File: config.mk
export PLATFORM = sky130hd
export DESIGN_NAME = ptm_pair_timer
export DESIGN_NICKNAME = d
export VERILOG_FILES = /design/src/ptm_pkg.sv /design/src/ptm_prescaler.sv /design/src/ptm_pair_timer.sv
export VERILOG_INCLUDE_DIRS = /design/src /design/src/src
export SDC_FILE = /design/constraint.sdc
export NUM_CORES = 1
export LEC_CHECK = 0
export BUFFER_PORTS_ARGS = -buffer_cell sky130_fd_sc_hd__clkbuf_2
export CAP_MARGIN = 20
export CORE_MARGIN = 2
export CORE_UTILIZATION = 35
export CTS_BUF_LIST = sky130_fd_sc_hd__clkbuf_8
export CTS_CLUSTER_SIZE = 30
export DETAILED_ROUTE_END_ITERATION = 16
export PLACE_DENSITY_LB_ADDON = 0.2
export SLEW_MARGIN = 20
export SYNTH_ARGS = -nofsm -noshare
export SYNTH_HDL_FRONTEND = slang
export SYNTH_SLANG_ARGS = --single-unit
File: constraint.sdc
create_clock -name mclk -period 2.4 [get_ports mclk]
set_input_delay 0.36 -clock mclk [delete_from_list [all_inputs] [get_ports mclk]]
set_output_delay 0.36 -clock mclk [all_outputs]
set_load 0.02 [all_outputs]
File: src/ptm_params.svh
// Purpose: Constants for the paired 32-bit timer.
// Assumes: Control words are 16 bits wide.
// Notes:   Bit positions follow the control word layout.
`ifndef PTM_PARAMS_SVH
`define PTM_PARAMS_SVH

// ****************************************
// Control word fields
// ****************************************
`define PTM_BIT_ON        15
`define PTM_BIT_IDLE_STOP 13
`define PTM_BIT_GATE      6
`define PTM_BIT_PS_HI     5
`define PTM_BIT_PS_LO     4
`define PTM_BIT_WIDE      3
`define PTM_BIT_CLKSRC    1

// ****************************************
// Reset values and timing
// ****************************************
`define PTM_CTRL_RESET    16'h0000
`define PTM_PERIOD_RESET  16'hFFFF
`define PTM_COUNT_RESET   16'h0000
`define PTM_PS_DIV8_M1    8'h07
`define PTM_PS_DIV64_M1   8'h3F
`define PTM_PS_DIV256_M1  8'hFF

`endif

File: src/ptm_pkg.sv
// Purpose: Types for the paired 32-bit timer.
// Assumes: Nothing beyond the params header.
// Notes:   Prescale codes map to divide ratios.
package ptm_pkg;
    typedef enum logic [1:0] {
        PTM_PS_1   = 2'b00,
        PTM_PS_8   = 2'b01,
        PTM_PS_64  = 2'b10,
        PTM_PS_256 = 2'b11
    } ptm_prescale_t;
endpackage : ptm_pkg

File: src/ptm_prescaler.sv
// Purpose: Clock select, edge detect and prescale divider for one timer half.
// Assumes: External clock pin already synchronous to mclk.
// Notes:   Emits a one-cycle tick per prescaled input event.
`timescale 1ns/1ps
`include "ptm_params.svh"
module ptm_prescaler
    import ptm_pkg::*;
(
    input  wire logic       mclk,
    input  wire logic       resetn,
    input  wire logic       ce,
    input  wire logic       run,
    input  wire logic       ext_sel,
    input  wire logic       ext_clk,
    input  wire logic       sync_out,
    input  wire logic [1:0] ps_sel,
    input  wire logic       ps_clear,
    output logic            tick
);
    logic       ext_q;
    logic [7:0] cnt_q;
    logic       raw_q;
    logic       tick_q;
    ptm_prescale_t ps;
    logic [7:0] limit;
    wire        ext_rise = ext_clk & ~ext_q;
    wire        src_evt  = ext_sel ? ext_rise : 1'b1;
    wire        wrap     = (cnt_q == limit);
    wire        div_evt  = run & src_evt & wrap;

    // ****************************************
    // Divide ratio decode
    // ****************************************
    assign ps = ptm_prescale_t'(ps_sel);
    always_comb begin
        unique case (ps)
            PTM_PS_1:   limit = 8'h00;
            PTM_PS_8:   limit = `PTM_PS_DIV8_M1;
            PTM_PS_64:  limit = `PTM_PS_DIV64_M1;
            PTM_PS_256: limit = `PTM_PS_DIV256_M1;
        endcase
    end

    // Prescale counter; halted clock means clears are lost when off
    always_ff @(posedge mclk) begin
        if (!resetn) begin
            cnt_q <= 8'h00;
            ext_q <= 1'b0;
        end else if (ce) begin
            ext_q <= ext_clk;
            if (ps_clear && run) begin
                cnt_q <= 8'h00;
            end else if (run && src_evt) begin
                cnt_q <= wrap ? 8'h00 : cnt_q + 8'h01;
            end
        end
    end

    // Optional resync stage on the divider output
    always_ff @(posedge mclk) begin
        if (!resetn) begin
            raw_q  <= 1'b0;
            tick_q <= 1'b0;
        end else if (ce) begin
            raw_q  <= div_evt & ~ps_clear;
            tick_q <= raw_q;
        end
    end

    assign tick = sync_out ? tick_q : (div_evt & ~ps_clear);
endmodule : ptm_prescaler

File: src/ptm_pair_timer.sv
// Purpose: Timer pair: two 16-bit timers or one 32-bit timer/counter.
// Assumes: Register strobes are one-cycle pulses synchronous to mclk.
// Notes:   The pin input is synchronous; no interrupt controller here.
//
// What this block does
// - Split halves run as 16-bit timers/counters
// - Combined count: low word, high word
// - Combined mode ignores high control word
// - Combined match sets high flag; interrupt enable-gated
// - Low half prescaler output resynchronised
// - 32-bit timer counts cycles, wraps on period
// - Low count read latches high hold
// - 32-bit counter counts synced external edges
// - Idle stop bit halts counting in idle
// - Gate mode counts cycles while pin high
// - High half gate setting ignored in combined mode
// - Gate fall stops count without clearing
// - Combined match emits converter trigger pulse
// - Prescale divides by 1, 8, 64, 256
// - Combined mode uses low prescaler only
// - Count or control writes clear prescaler
// - Disabled timer keeps prescaler uncleared
// - Control writes leave counts unchanged
// - 16-bit timer wraps on own period
// - No counting during sleep
// - Combined gate fall sets high flag
`timescale 1ns/1ps
`include "ptm_params.svh"
module ptm_pair_timer
    import ptm_pkg::*;
#(
    parameter int WIDTH = 16
) (
    input  wire logic             mclk,
    input  wire logic             resetn,
    input  wire logic             ce,
    input  wire logic             cpu_idle,
    input  wire logic             cpu_sleep,
    input  wire logic             gate_clock_pin,
    input  wire logic             high_clk_pin,
    input  wire logic [WIDTH-1:0] wr_data,
    input  wire logic             low_ctrl_wr,
    input  wire logic             high_ctrl_wr,
    input  wire logic             low_count_wr,
    input  wire logic             high_count_wr,
    input  wire logic             high_hold_wr,
    input  wire logic             period_low_wr,
    input  wire logic             period_high_wr,
    input  wire logic             low_count_rd,
    input  wire logic             low_irq_clr,
    input  wire logic             pair_irq_clr,
    input  wire logic             low_irq_enable,
    input  wire logic             pair_irq_enable,
    output logic [WIDTH-1:0]      low_count,
    output logic [WIDTH-1:0]      high_count,
    output logic [WIDTH-1:0]      high_hold,
    output logic [WIDTH-1:0]      low_ctrl,
    output logic [WIDTH-1:0]      high_ctrl,
    output logic                  low_irq_flag,
    output logic                  pair_irq_flag,
    output logic                  low_irq,
    output logic                  pair_irq,
    output logic                  adc_trigger
);
    // ****************************************
    // Elaboration checks
    // ****************************************
    if (WIDTH != 16) begin : g_bad_width
        $error("ptm_pair_timer supports WIDTH 16 only");
    end

    logic [WIDTH-1:0] low_count_q, high_count_q, high_hold_q;
    logic [WIDTH-1:0] period_low_q, period_high_q, low_ctrl_q, high_ctrl_q;
    logic             low_irq_q, pair_irq_q, low_irq_o_q, pair_irq_o_q, trig_q;
    logic             gate_q, high_pin_q;
    logic             low_tick, high_tick;

    // ****************************************
    // Control decode
    // ****************************************
    // combined mode select
    wire wide_mode_sel   = low_ctrl_q[`PTM_BIT_WIDE];
    wire low_on          = low_ctrl_q[`PTM_BIT_ON];
    wire low_gate        = low_ctrl_q[`PTM_BIT_GATE] & ~low_ctrl_q[`PTM_BIT_CLKSRC];
    wire high_on         = high_ctrl_q[`PTM_BIT_ON] & ~wide_mode_sel;
    wire high_gate       = high_ctrl_q[`PTM_BIT_GATE] & ~high_ctrl_q[`PTM_BIT_CLKSRC]
                           & ~wide_mode_sel;
    wire low_clk_ok      = ~cpu_sleep & ~(cpu_idle & low_ctrl_q[`PTM_BIT_IDLE_STOP]);
    wire high_clk_ok     = ~cpu_sleep & ~(cpu_idle & high_ctrl_q[`PTM_BIT_IDLE_STOP]);
    wire low_run         = low_on & low_clk_ok & (~low_gate | gate_clock_pin);
    wire high_run        = high_on & high_clk_ok & (~high_gate | high_clk_pin);
    wire low_ps_clr      = low_count_wr | low_ctrl_wr
                           | (wide_mode_sel & (high_count_wr | high_ctrl_wr));
    wire high_ps_clr     = high_count_wr | high_ctrl_wr;
    // Gate falling edge ends an accumulation window
    wire gate_fall       = low_on & low_gate & gate_q & ~gate_clock_pin;
    wire high_gate_fall  = high_on & high_gate & high_pin_q & ~high_clk_pin;

    // ****************************************
    // Prescalers
    // ****************************************
    // selectable divider per half
    ptm_prescaler u_low_ps (
        .mclk     (mclk),
        .resetn   (resetn),
        .ce       (ce),
        .run      (low_run),
        .ext_sel  (low_ctrl_q[`PTM_BIT_CLKSRC]),
        .ext_clk  (gate_clock_pin),
        .sync_out (1'b1),
        .ps_sel   (low_ctrl_q[`PTM_BIT_PS_HI:`PTM_BIT_PS_LO]),
        .ps_clear (low_ps_clr),
        .tick     (low_tick)
    );
    ptm_prescaler u_high_ps (
        .mclk     (mclk),
        .resetn   (resetn),
        .ce       (ce),
        .run      (high_run),
        .ext_sel  (high_ctrl_q[`PTM_BIT_CLKSRC]),
        .ext_clk  (high_clk_pin),
        .sync_out (1'b0),
        .ps_sel   (high_ctrl_q[`PTM_BIT_PS_HI:`PTM_BIT_PS_LO]),
        .ps_clear (high_ps_clr),
        .tick     (high_tick)
    );

    // ****************************************
    // Match and next-count logic
    // ****************************************
    // low word is least significant
    wire [2*WIDTH-1:0] cnt32   = {high_count_q, low_count_q};
    wire [2*WIDTH-1:0] per32   = {period_high_q, period_low_q};
    // same path for synced external edges
    wire match32     = wide_mode_sel & low_tick & (cnt32 == per32);
    // 16-bit each half on own period
    wire match_low   = ~wide_mode_sel & low_tick & (low_count_q == period_low_q);
    wire match_high  = ~wide_mode_sel & high_tick & (high_count_q == period_high_q);
    wire [2*WIDTH-1:0] cnt32_d = match32 ? '0 : cnt32 + 32'h0000_0001;
    // gate fall sets flag but keeps count
    // combined gate fall to high flag
    wire pair_evt    = wide_mode_sel ? (match32 | gate_fall) : (match_high | high_gate_fall);
    wire low_evt     = ~wide_mode_sel & (match_low | gate_fall);

    // Pin edge history for both gates; a level test alone would
    // raise the flag on every cycle that the pin sits low
    always_ff @(posedge mclk) begin
        if (!resetn) begin
            gate_q     <= 1'b0;
            high_pin_q <= 1'b0;
        end else if (ce) begin
            gate_q     <= gate_clock_pin;
            high_pin_q <= high_clk_pin;
        end
    end

    // ****************************************
    // Control and period registers
    // ****************************************
    // control write touches no count
    always_ff @(posedge mclk) begin
        if (!resetn) begin
            low_ctrl_q    <= `PTM_CTRL_RESET;
            high_ctrl_q   <= `PTM_CTRL_RESET;
            period_low_q  <= `PTM_PERIOD_RESET;
            period_high_q <= `PTM_PERIOD_RESET;
        end else if (ce) begin
            if (low_ctrl_wr)    low_ctrl_q    <= wr_data;
            if (high_ctrl_wr)   high_ctrl_q   <= wr_data;
            if (period_low_wr)  period_low_q  <= wr_data;
            if (period_high_wr) period_high_q <= wr_data;
        end
    end

    // ****************************************
    // Count registers and holding register
    // ****************************************
    // Software writes take priority over a count tick
    always_ff @(posedge mclk) begin
        if (!resetn) begin
            low_count_q  <= `PTM_COUNT_RESET;
            high_count_q <= `PTM_COUNT_RESET;
            high_hold_q  <= `PTM_COUNT_RESET;
        end else if (ce) begin
            if (high_hold_wr) begin
                high_hold_q <= wr_data;
            end else if (low_count_rd) begin
                high_hold_q <= high_count_q;
            end
            if (low_count_wr) begin
                low_count_q <= wr_data;
            end else if (low_tick) begin
                low_count_q <= wide_mode_sel ? cnt32_d[WIDTH-1:0]
                             : (match_low ? '0 : low_count_q + 16'h0001);
            end
            // low write loads high from hold
            if (wide_mode_sel && low_count_wr) begin
                high_count_q <= high_hold_q;
            end else if (high_count_wr) begin
                high_count_q <= wr_data;
            end else if (wide_mode_sel && low_tick) begin
                high_count_q <= cnt32_d[2*WIDTH-1:WIDTH];
            end else if (!wide_mode_sel && high_tick) begin
                high_count_q <= match_high ? '0 : high_count_q + 16'h0001;
            end
        end
    end

    // ****************************************
    // Flags, interrupt lines and trigger
    // ****************************************
    // flag set wins over clear
    always_ff @(posedge mclk) begin
        if (!resetn) begin
            low_irq_q    <= 1'b0;
            pair_irq_q   <= 1'b0;
            low_irq_o_q  <= 1'b0;
            pair_irq_o_q <= 1'b0;
            trig_q       <= 1'b0;
        end else if (ce) begin
            low_irq_q    <= low_evt | (low_irq_q & ~low_irq_clr);
            pair_irq_q   <= pair_evt | (pair_irq_q & ~pair_irq_clr);
            low_irq_o_q  <= low_irq_enable & (low_evt | (low_irq_q & ~low_irq_clr));
            pair_irq_o_q <= pair_irq_enable & (pair_evt | (pair_irq_q & ~pair_irq_clr));
            trig_q       <= match32;
        end
    end

    assign low_count     = low_count_q;
    assign high_count    = high_count_q;
    assign high_hold     = high_hold_q;
    assign low_ctrl      = low_ctrl_q;
    assign high_ctrl     = high_ctrl_q;
    assign low_irq_flag  = low_irq_q;
    assign pair_irq_flag = pair_irq_q;
    assign low_irq       = low_irq_o_q;
    assign pair_irq      = pair_irq_o_q;
    assign adc_trigger   = trig_q;

    // ****************************************
    // Assertions
    // ****************************************
    wrap_zero_a: assert property (@(posedge mclk) disable iff (!resetn)
        (ce && match32 && !low_count_wr && !high_count_wr) |=> ({high_count, low_count} == 32'h0))
        else $error("combined count did not wrap to zero");
    trig_pulse_a: assert property (@(posedge mclk) disable iff (!resetn)
        (ce && match32) |=> adc_trigger)
        else $error("trigger missing after match");
    trig_cause_a: assert property (@(posedge mclk) disable iff (!resetn)
        (adc_trigger && $past(ce)) |-> $past(match32))
        else $error("trigger without match");
    hold_latch_a: assert property (@(posedge mclk) disable iff (!resetn)
        (ce && low_count_rd && !high_hold_wr) |=> (high_hold == $past(high_count)))
        else $error("hold did not capture high word");
    hold_load_a: assert property (@(posedge mclk) disable iff (!resetn)
        (ce && wide_mode_sel && low_count_wr) |=> (high_count == $past(high_hold)))
        else $error("high word not loaded from hold");
    sleep_freeze_a: assert property (@(posedge mclk) disable iff (!resetn)
        (ce && cpu_sleep && $past(cpu_sleep) && $past(cpu_sleep, 2) && !low_count_wr
         && !high_count_wr && !high_hold_wr) |=> $stable(low_count))
        else $error("count moved during sleep");
    ctrl_keep_a: assert property (@(posedge mclk) disable iff (!resetn)
        (ce && low_ctrl_wr && !low_count_wr && !low_tick) |=> $stable(low_count))
        else $error("control write changed count");
    flag_sticky_a: assert property (@(posedge mclk) disable iff (!resetn)
        (ce && pair_irq_flag && !pair_irq_clr) |=> pair_irq_flag)
        else $error("flag dropped without clear");
    flag_gate_a: assert property (@(posedge mclk) disable iff (!resetn)
        (pair_irq && $past(ce)) |-> $past(pair_irq_enable))
        else $error("interrupt raised while disabled");

    // Idle, gate and split-half checks
    idle_freeze_a: assert property (@(posedge mclk) disable iff (!resetn)
        (ce && $past(ce) && $past(ce, 2) && $past(cpu_idle, 2)
         && $past(low_ctrl[`PTM_BIT_IDLE_STOP], 2) && !low_count_wr) |=> $stable(low_count))
        else $error("count moved during idle stop");
    gate_flag_a: assert property (@(posedge mclk) disable iff (!resetn)
        (ce && wide_mode_sel && gate_fall) |=> pair_irq_flag)
        else $error("gate fall did not set flag");
    high_fall_a: assert property (@(posedge mclk) disable iff (!resetn)
        (ce && high_gate_fall) |=> pair_irq_flag)
        else $error("split gate fall did not set flag");
    low_wrap_a: assert property (@(posedge mclk) disable iff (!resetn)
        (ce && match_low && !low_count_wr) |=> (low_count == 16'h0000))
        else $error("low half did not wrap to zero");
    high_wrap_a: assert property (@(posedge mclk) disable iff (!resetn)
        (ce && match_high && !high_count_wr) |=> (high_count == 16'h0000))
        else $error("high half did not wrap to zero");
    low_flag_a: assert property (@(posedge mclk) disable iff (!resetn)
        (ce && match_low) |=> low_irq_flag)
        else $error("low half match did not set flag");
endmodule : ptm_pair_timer

==> metrics.cfg <==
[status]
run_status = complete, no violations

[yosys]
ys.flop_type = dfxtp_1
synth-edff-count = 0
netlist_top_cells_area = dfxtp_1 39%, nand2_1 9.8%, xor2_1 5.4%
syn-cell-area_sq_um = 6970
synthTopCellsByCount = 182 x nand2_1, 137 x dfxtp_1, 75 x nor2_1
synth_top_area_cell = dfxtp_1
ys_seq_area_share_pct = 39.3
synth_area_per_cell_sq_um = 7.70
synth.distinct_cells = 58
ys_seq_elements = 137
synth_most_common_cell = nand2_1
syn_inst = 905
async_reset_ff_share_pct = 0
synth_nets = 944
synth_top_area_share_pct = 39.3
yosysWarnings = 0

[route]
routed_wl_microns = 25400
final_antenna_net_count = 0
post_drt_wl_per_cell_microns = 18.8
drt_iter0_drc = 708
drtPass1Iterations = 5
drc = 0
vias_per_cell = 5.46
vias = 7365

[global_route]
grt_max_degree = 44
grt-ovfl-total = 0
grt_pass1_wl_microns = 39100
grt_pass1_vias = 6785
grt_usage_pct = 23.8
antenna_found_initial = 0

[setup_path]
cp_max_fo = 14
critPathKind = reg2reg
reg2reg_depth = 8
cp-start-kind = flip-flop
worstPathRequired_ps = 2750
endpoint_kind = flip-flop
critPathArrivalTime_ps = 2700

[final_layout]
multi_input_area_sq_um = 3970
antenna-diode-count = 0
area_growth_pct = 28.0
nFillCells = 2019
nNetsFinal = 1112
fin_area_sq_um = 8920
drive_gt1_share_pct = 24.3
seqCellArea_sq_um = 2740

[clock_network]
path_clk_slew_ps = 80
max-clock-path-buffers = 2
cts-buffers-inserted = 17
cts_tree = built
cts_sinks = 137
postCtsHoldBufs = 0
h-tree-depth = 4
clkLatencyLatePin_ps = 470
cts-root-buf = clkbuf_8

[floorplanning]
dieArea_sq_um = 21100
die_y_microns = 145
fp.coreArea_sq_um = 19500
start_util_pct = 35.7
rows = 51
die_w_microns = 145
io_pins = 120

[place]
dp_hpwl_microns = 18300
place_congestion = 0.886
dpl_cell_area_sq_um = 8330
port_buffers = 119

[sta]
tightest_slew_ps = 648
hold_viol = 0
hold-worst-slack_ps = 147
slew_violations = 0
period_share_pct = 98.0
max_freq_mhz = 425
min_period_ps = 2350
slew_headroom_pct = 56.7
rsz0062_at_grt = true
skew_ps = 15.0
setup_viol = 0

[min_path]
whs_path_depth = 3
hold_class = in2reg

[power]
pwr_density_cell_nw_per_um2 = 658
leakage_nw = 3.74
worst_ir_drop_vdd_v = 0.000329

[job]
cap_violations = 0

[area by class of cell]
cell class              count  area share, %
repair buffers            213           14.9
multi-input cells         688           44.4
clock inverters            13           2.79
well taps                 265           3.72
clock buffers              18           2.78
inverters                  16          0.673
flip-flops and latches    137           30.7
[worst max-delay path: stages, from the launching register on]
cell and delay, ps:
dfxtp_1 310, or3_1 360, mux2_2 280, a211o_4 320, o31ai_4 300, buf_6 220
o22ai_1 100, a221oi_1 270, a21oi_1 100
[layout by cell type, fill, tap and decap left out, types with 8 or more instances in the layout]
cell type / netlist / routed
nor3_1: 9 / 8
nor4_1: 17 / 13
a21oi_1: 62 / 61
o21ai_0: 34 / 32
nand4_1: 12 / 12
nand2_1: 182 / 181
xor2_1: 43 / 43
o211ai_1: 9 / 9
and3_1: 10 / 9
nand3_1: 67 / 67
mux2i_1: 23 / 23
dfxtp_1: 137 / 137
a31oi_1: 19 / 19
clkbuf_2: 0 / 119
and2_1: 11 / 11
nor2_1: 75 / 72
buf_4: 3 / 88
a211oi_1: 20 / 20
clkbuf_8: 0 / 18
inv_1: 16 / 16
or3_1: 8 / 8
[flip-flops by register name, summed over array words and instances (netlist names)]
register,flops
high_pin_q,1
low_irq_flag,1
u_low_ps.raw_q,1
low_ctrl,16
low_irq,1
u_low_ps.cnt_q,8
high_count,16
u_low_ps.ext_q,1
high_hold,16
low_count,16
pair_irq_flag,1
high_ctrl,16
u_high_ps.cnt_q,8
pair_irq,1
u_low_ps.tick_q,1
period_low_q,16
period_high_q,16
adc_trigger,1
[through the flow]
stage	setup WS, ps	cells	utilization (%)	setup TNS, ps	power (mW)
after detailed placement	-84.7	1316	42.7	-234	3.47
after floorplan	24.4	905	-	0	3.07
after global routing	-25.5	1350	45.7	-53.9	6.09
after CTS	2.76	1348	45.3	0	5.89
after global placement	-110	1316	42.7	-282	3.46
final	48.2	1350	45.7	0	5.87
[logic make-up (layout without fill, tap and decap cells)]
family          after synthesis  count (layout)  synth area share (%)
fa+ha+maj                     4               4                 0.718
mux                          24              24                  3.46
compound gates              206             206                  19.8
simple gates                405             405                  25.9
xor+xnor                     49              49                  6.16
buf+inv                      80             260                  4.63
flops                       137             137                  39.3
[path summary, 6_finish.rpt]
path,from,end,slack [ps]
worst min-delay path,low_irq_enable,low_irq,150
worst max-delay path,u_high_ps.cnt_q[0],high_count[1],50
worst min register to register,high_ctrl[8],high_ctrl[8],450
worst max register to register,u_high_ps.cnt_q[0],high_count[1],50
[timing repair]
action | CTS | global route
cloned | 0 | 1
endpoints found under the setup margin | 6 | 19
buffers inserted | 1 | 1
pin swaps | 1 | 5
resized for setup | 3 | 19
[power breakdown]
part	total, mW	internal [mW]	switching, mW
logic	0.947	0.340	0.606
clock network	2.43	1.47	0.966
registers	2.49	2.39	0.0963
total	5.87	4.20	1.67
[per-layer routing]
metal | global-route usage (%) | wire [microns] | vias to the layer above
li1 | - | - | 3545
met1 | 32.4 | 11500 | 3478
met2 | 37.5 | 11700 | 299
met3 | 5.19 | 1670 | 43
met4 | 8.14 | 606 | 0
met5 | 0 | 0 | -
Note: power is estimated with default switching activity, not from simulation.
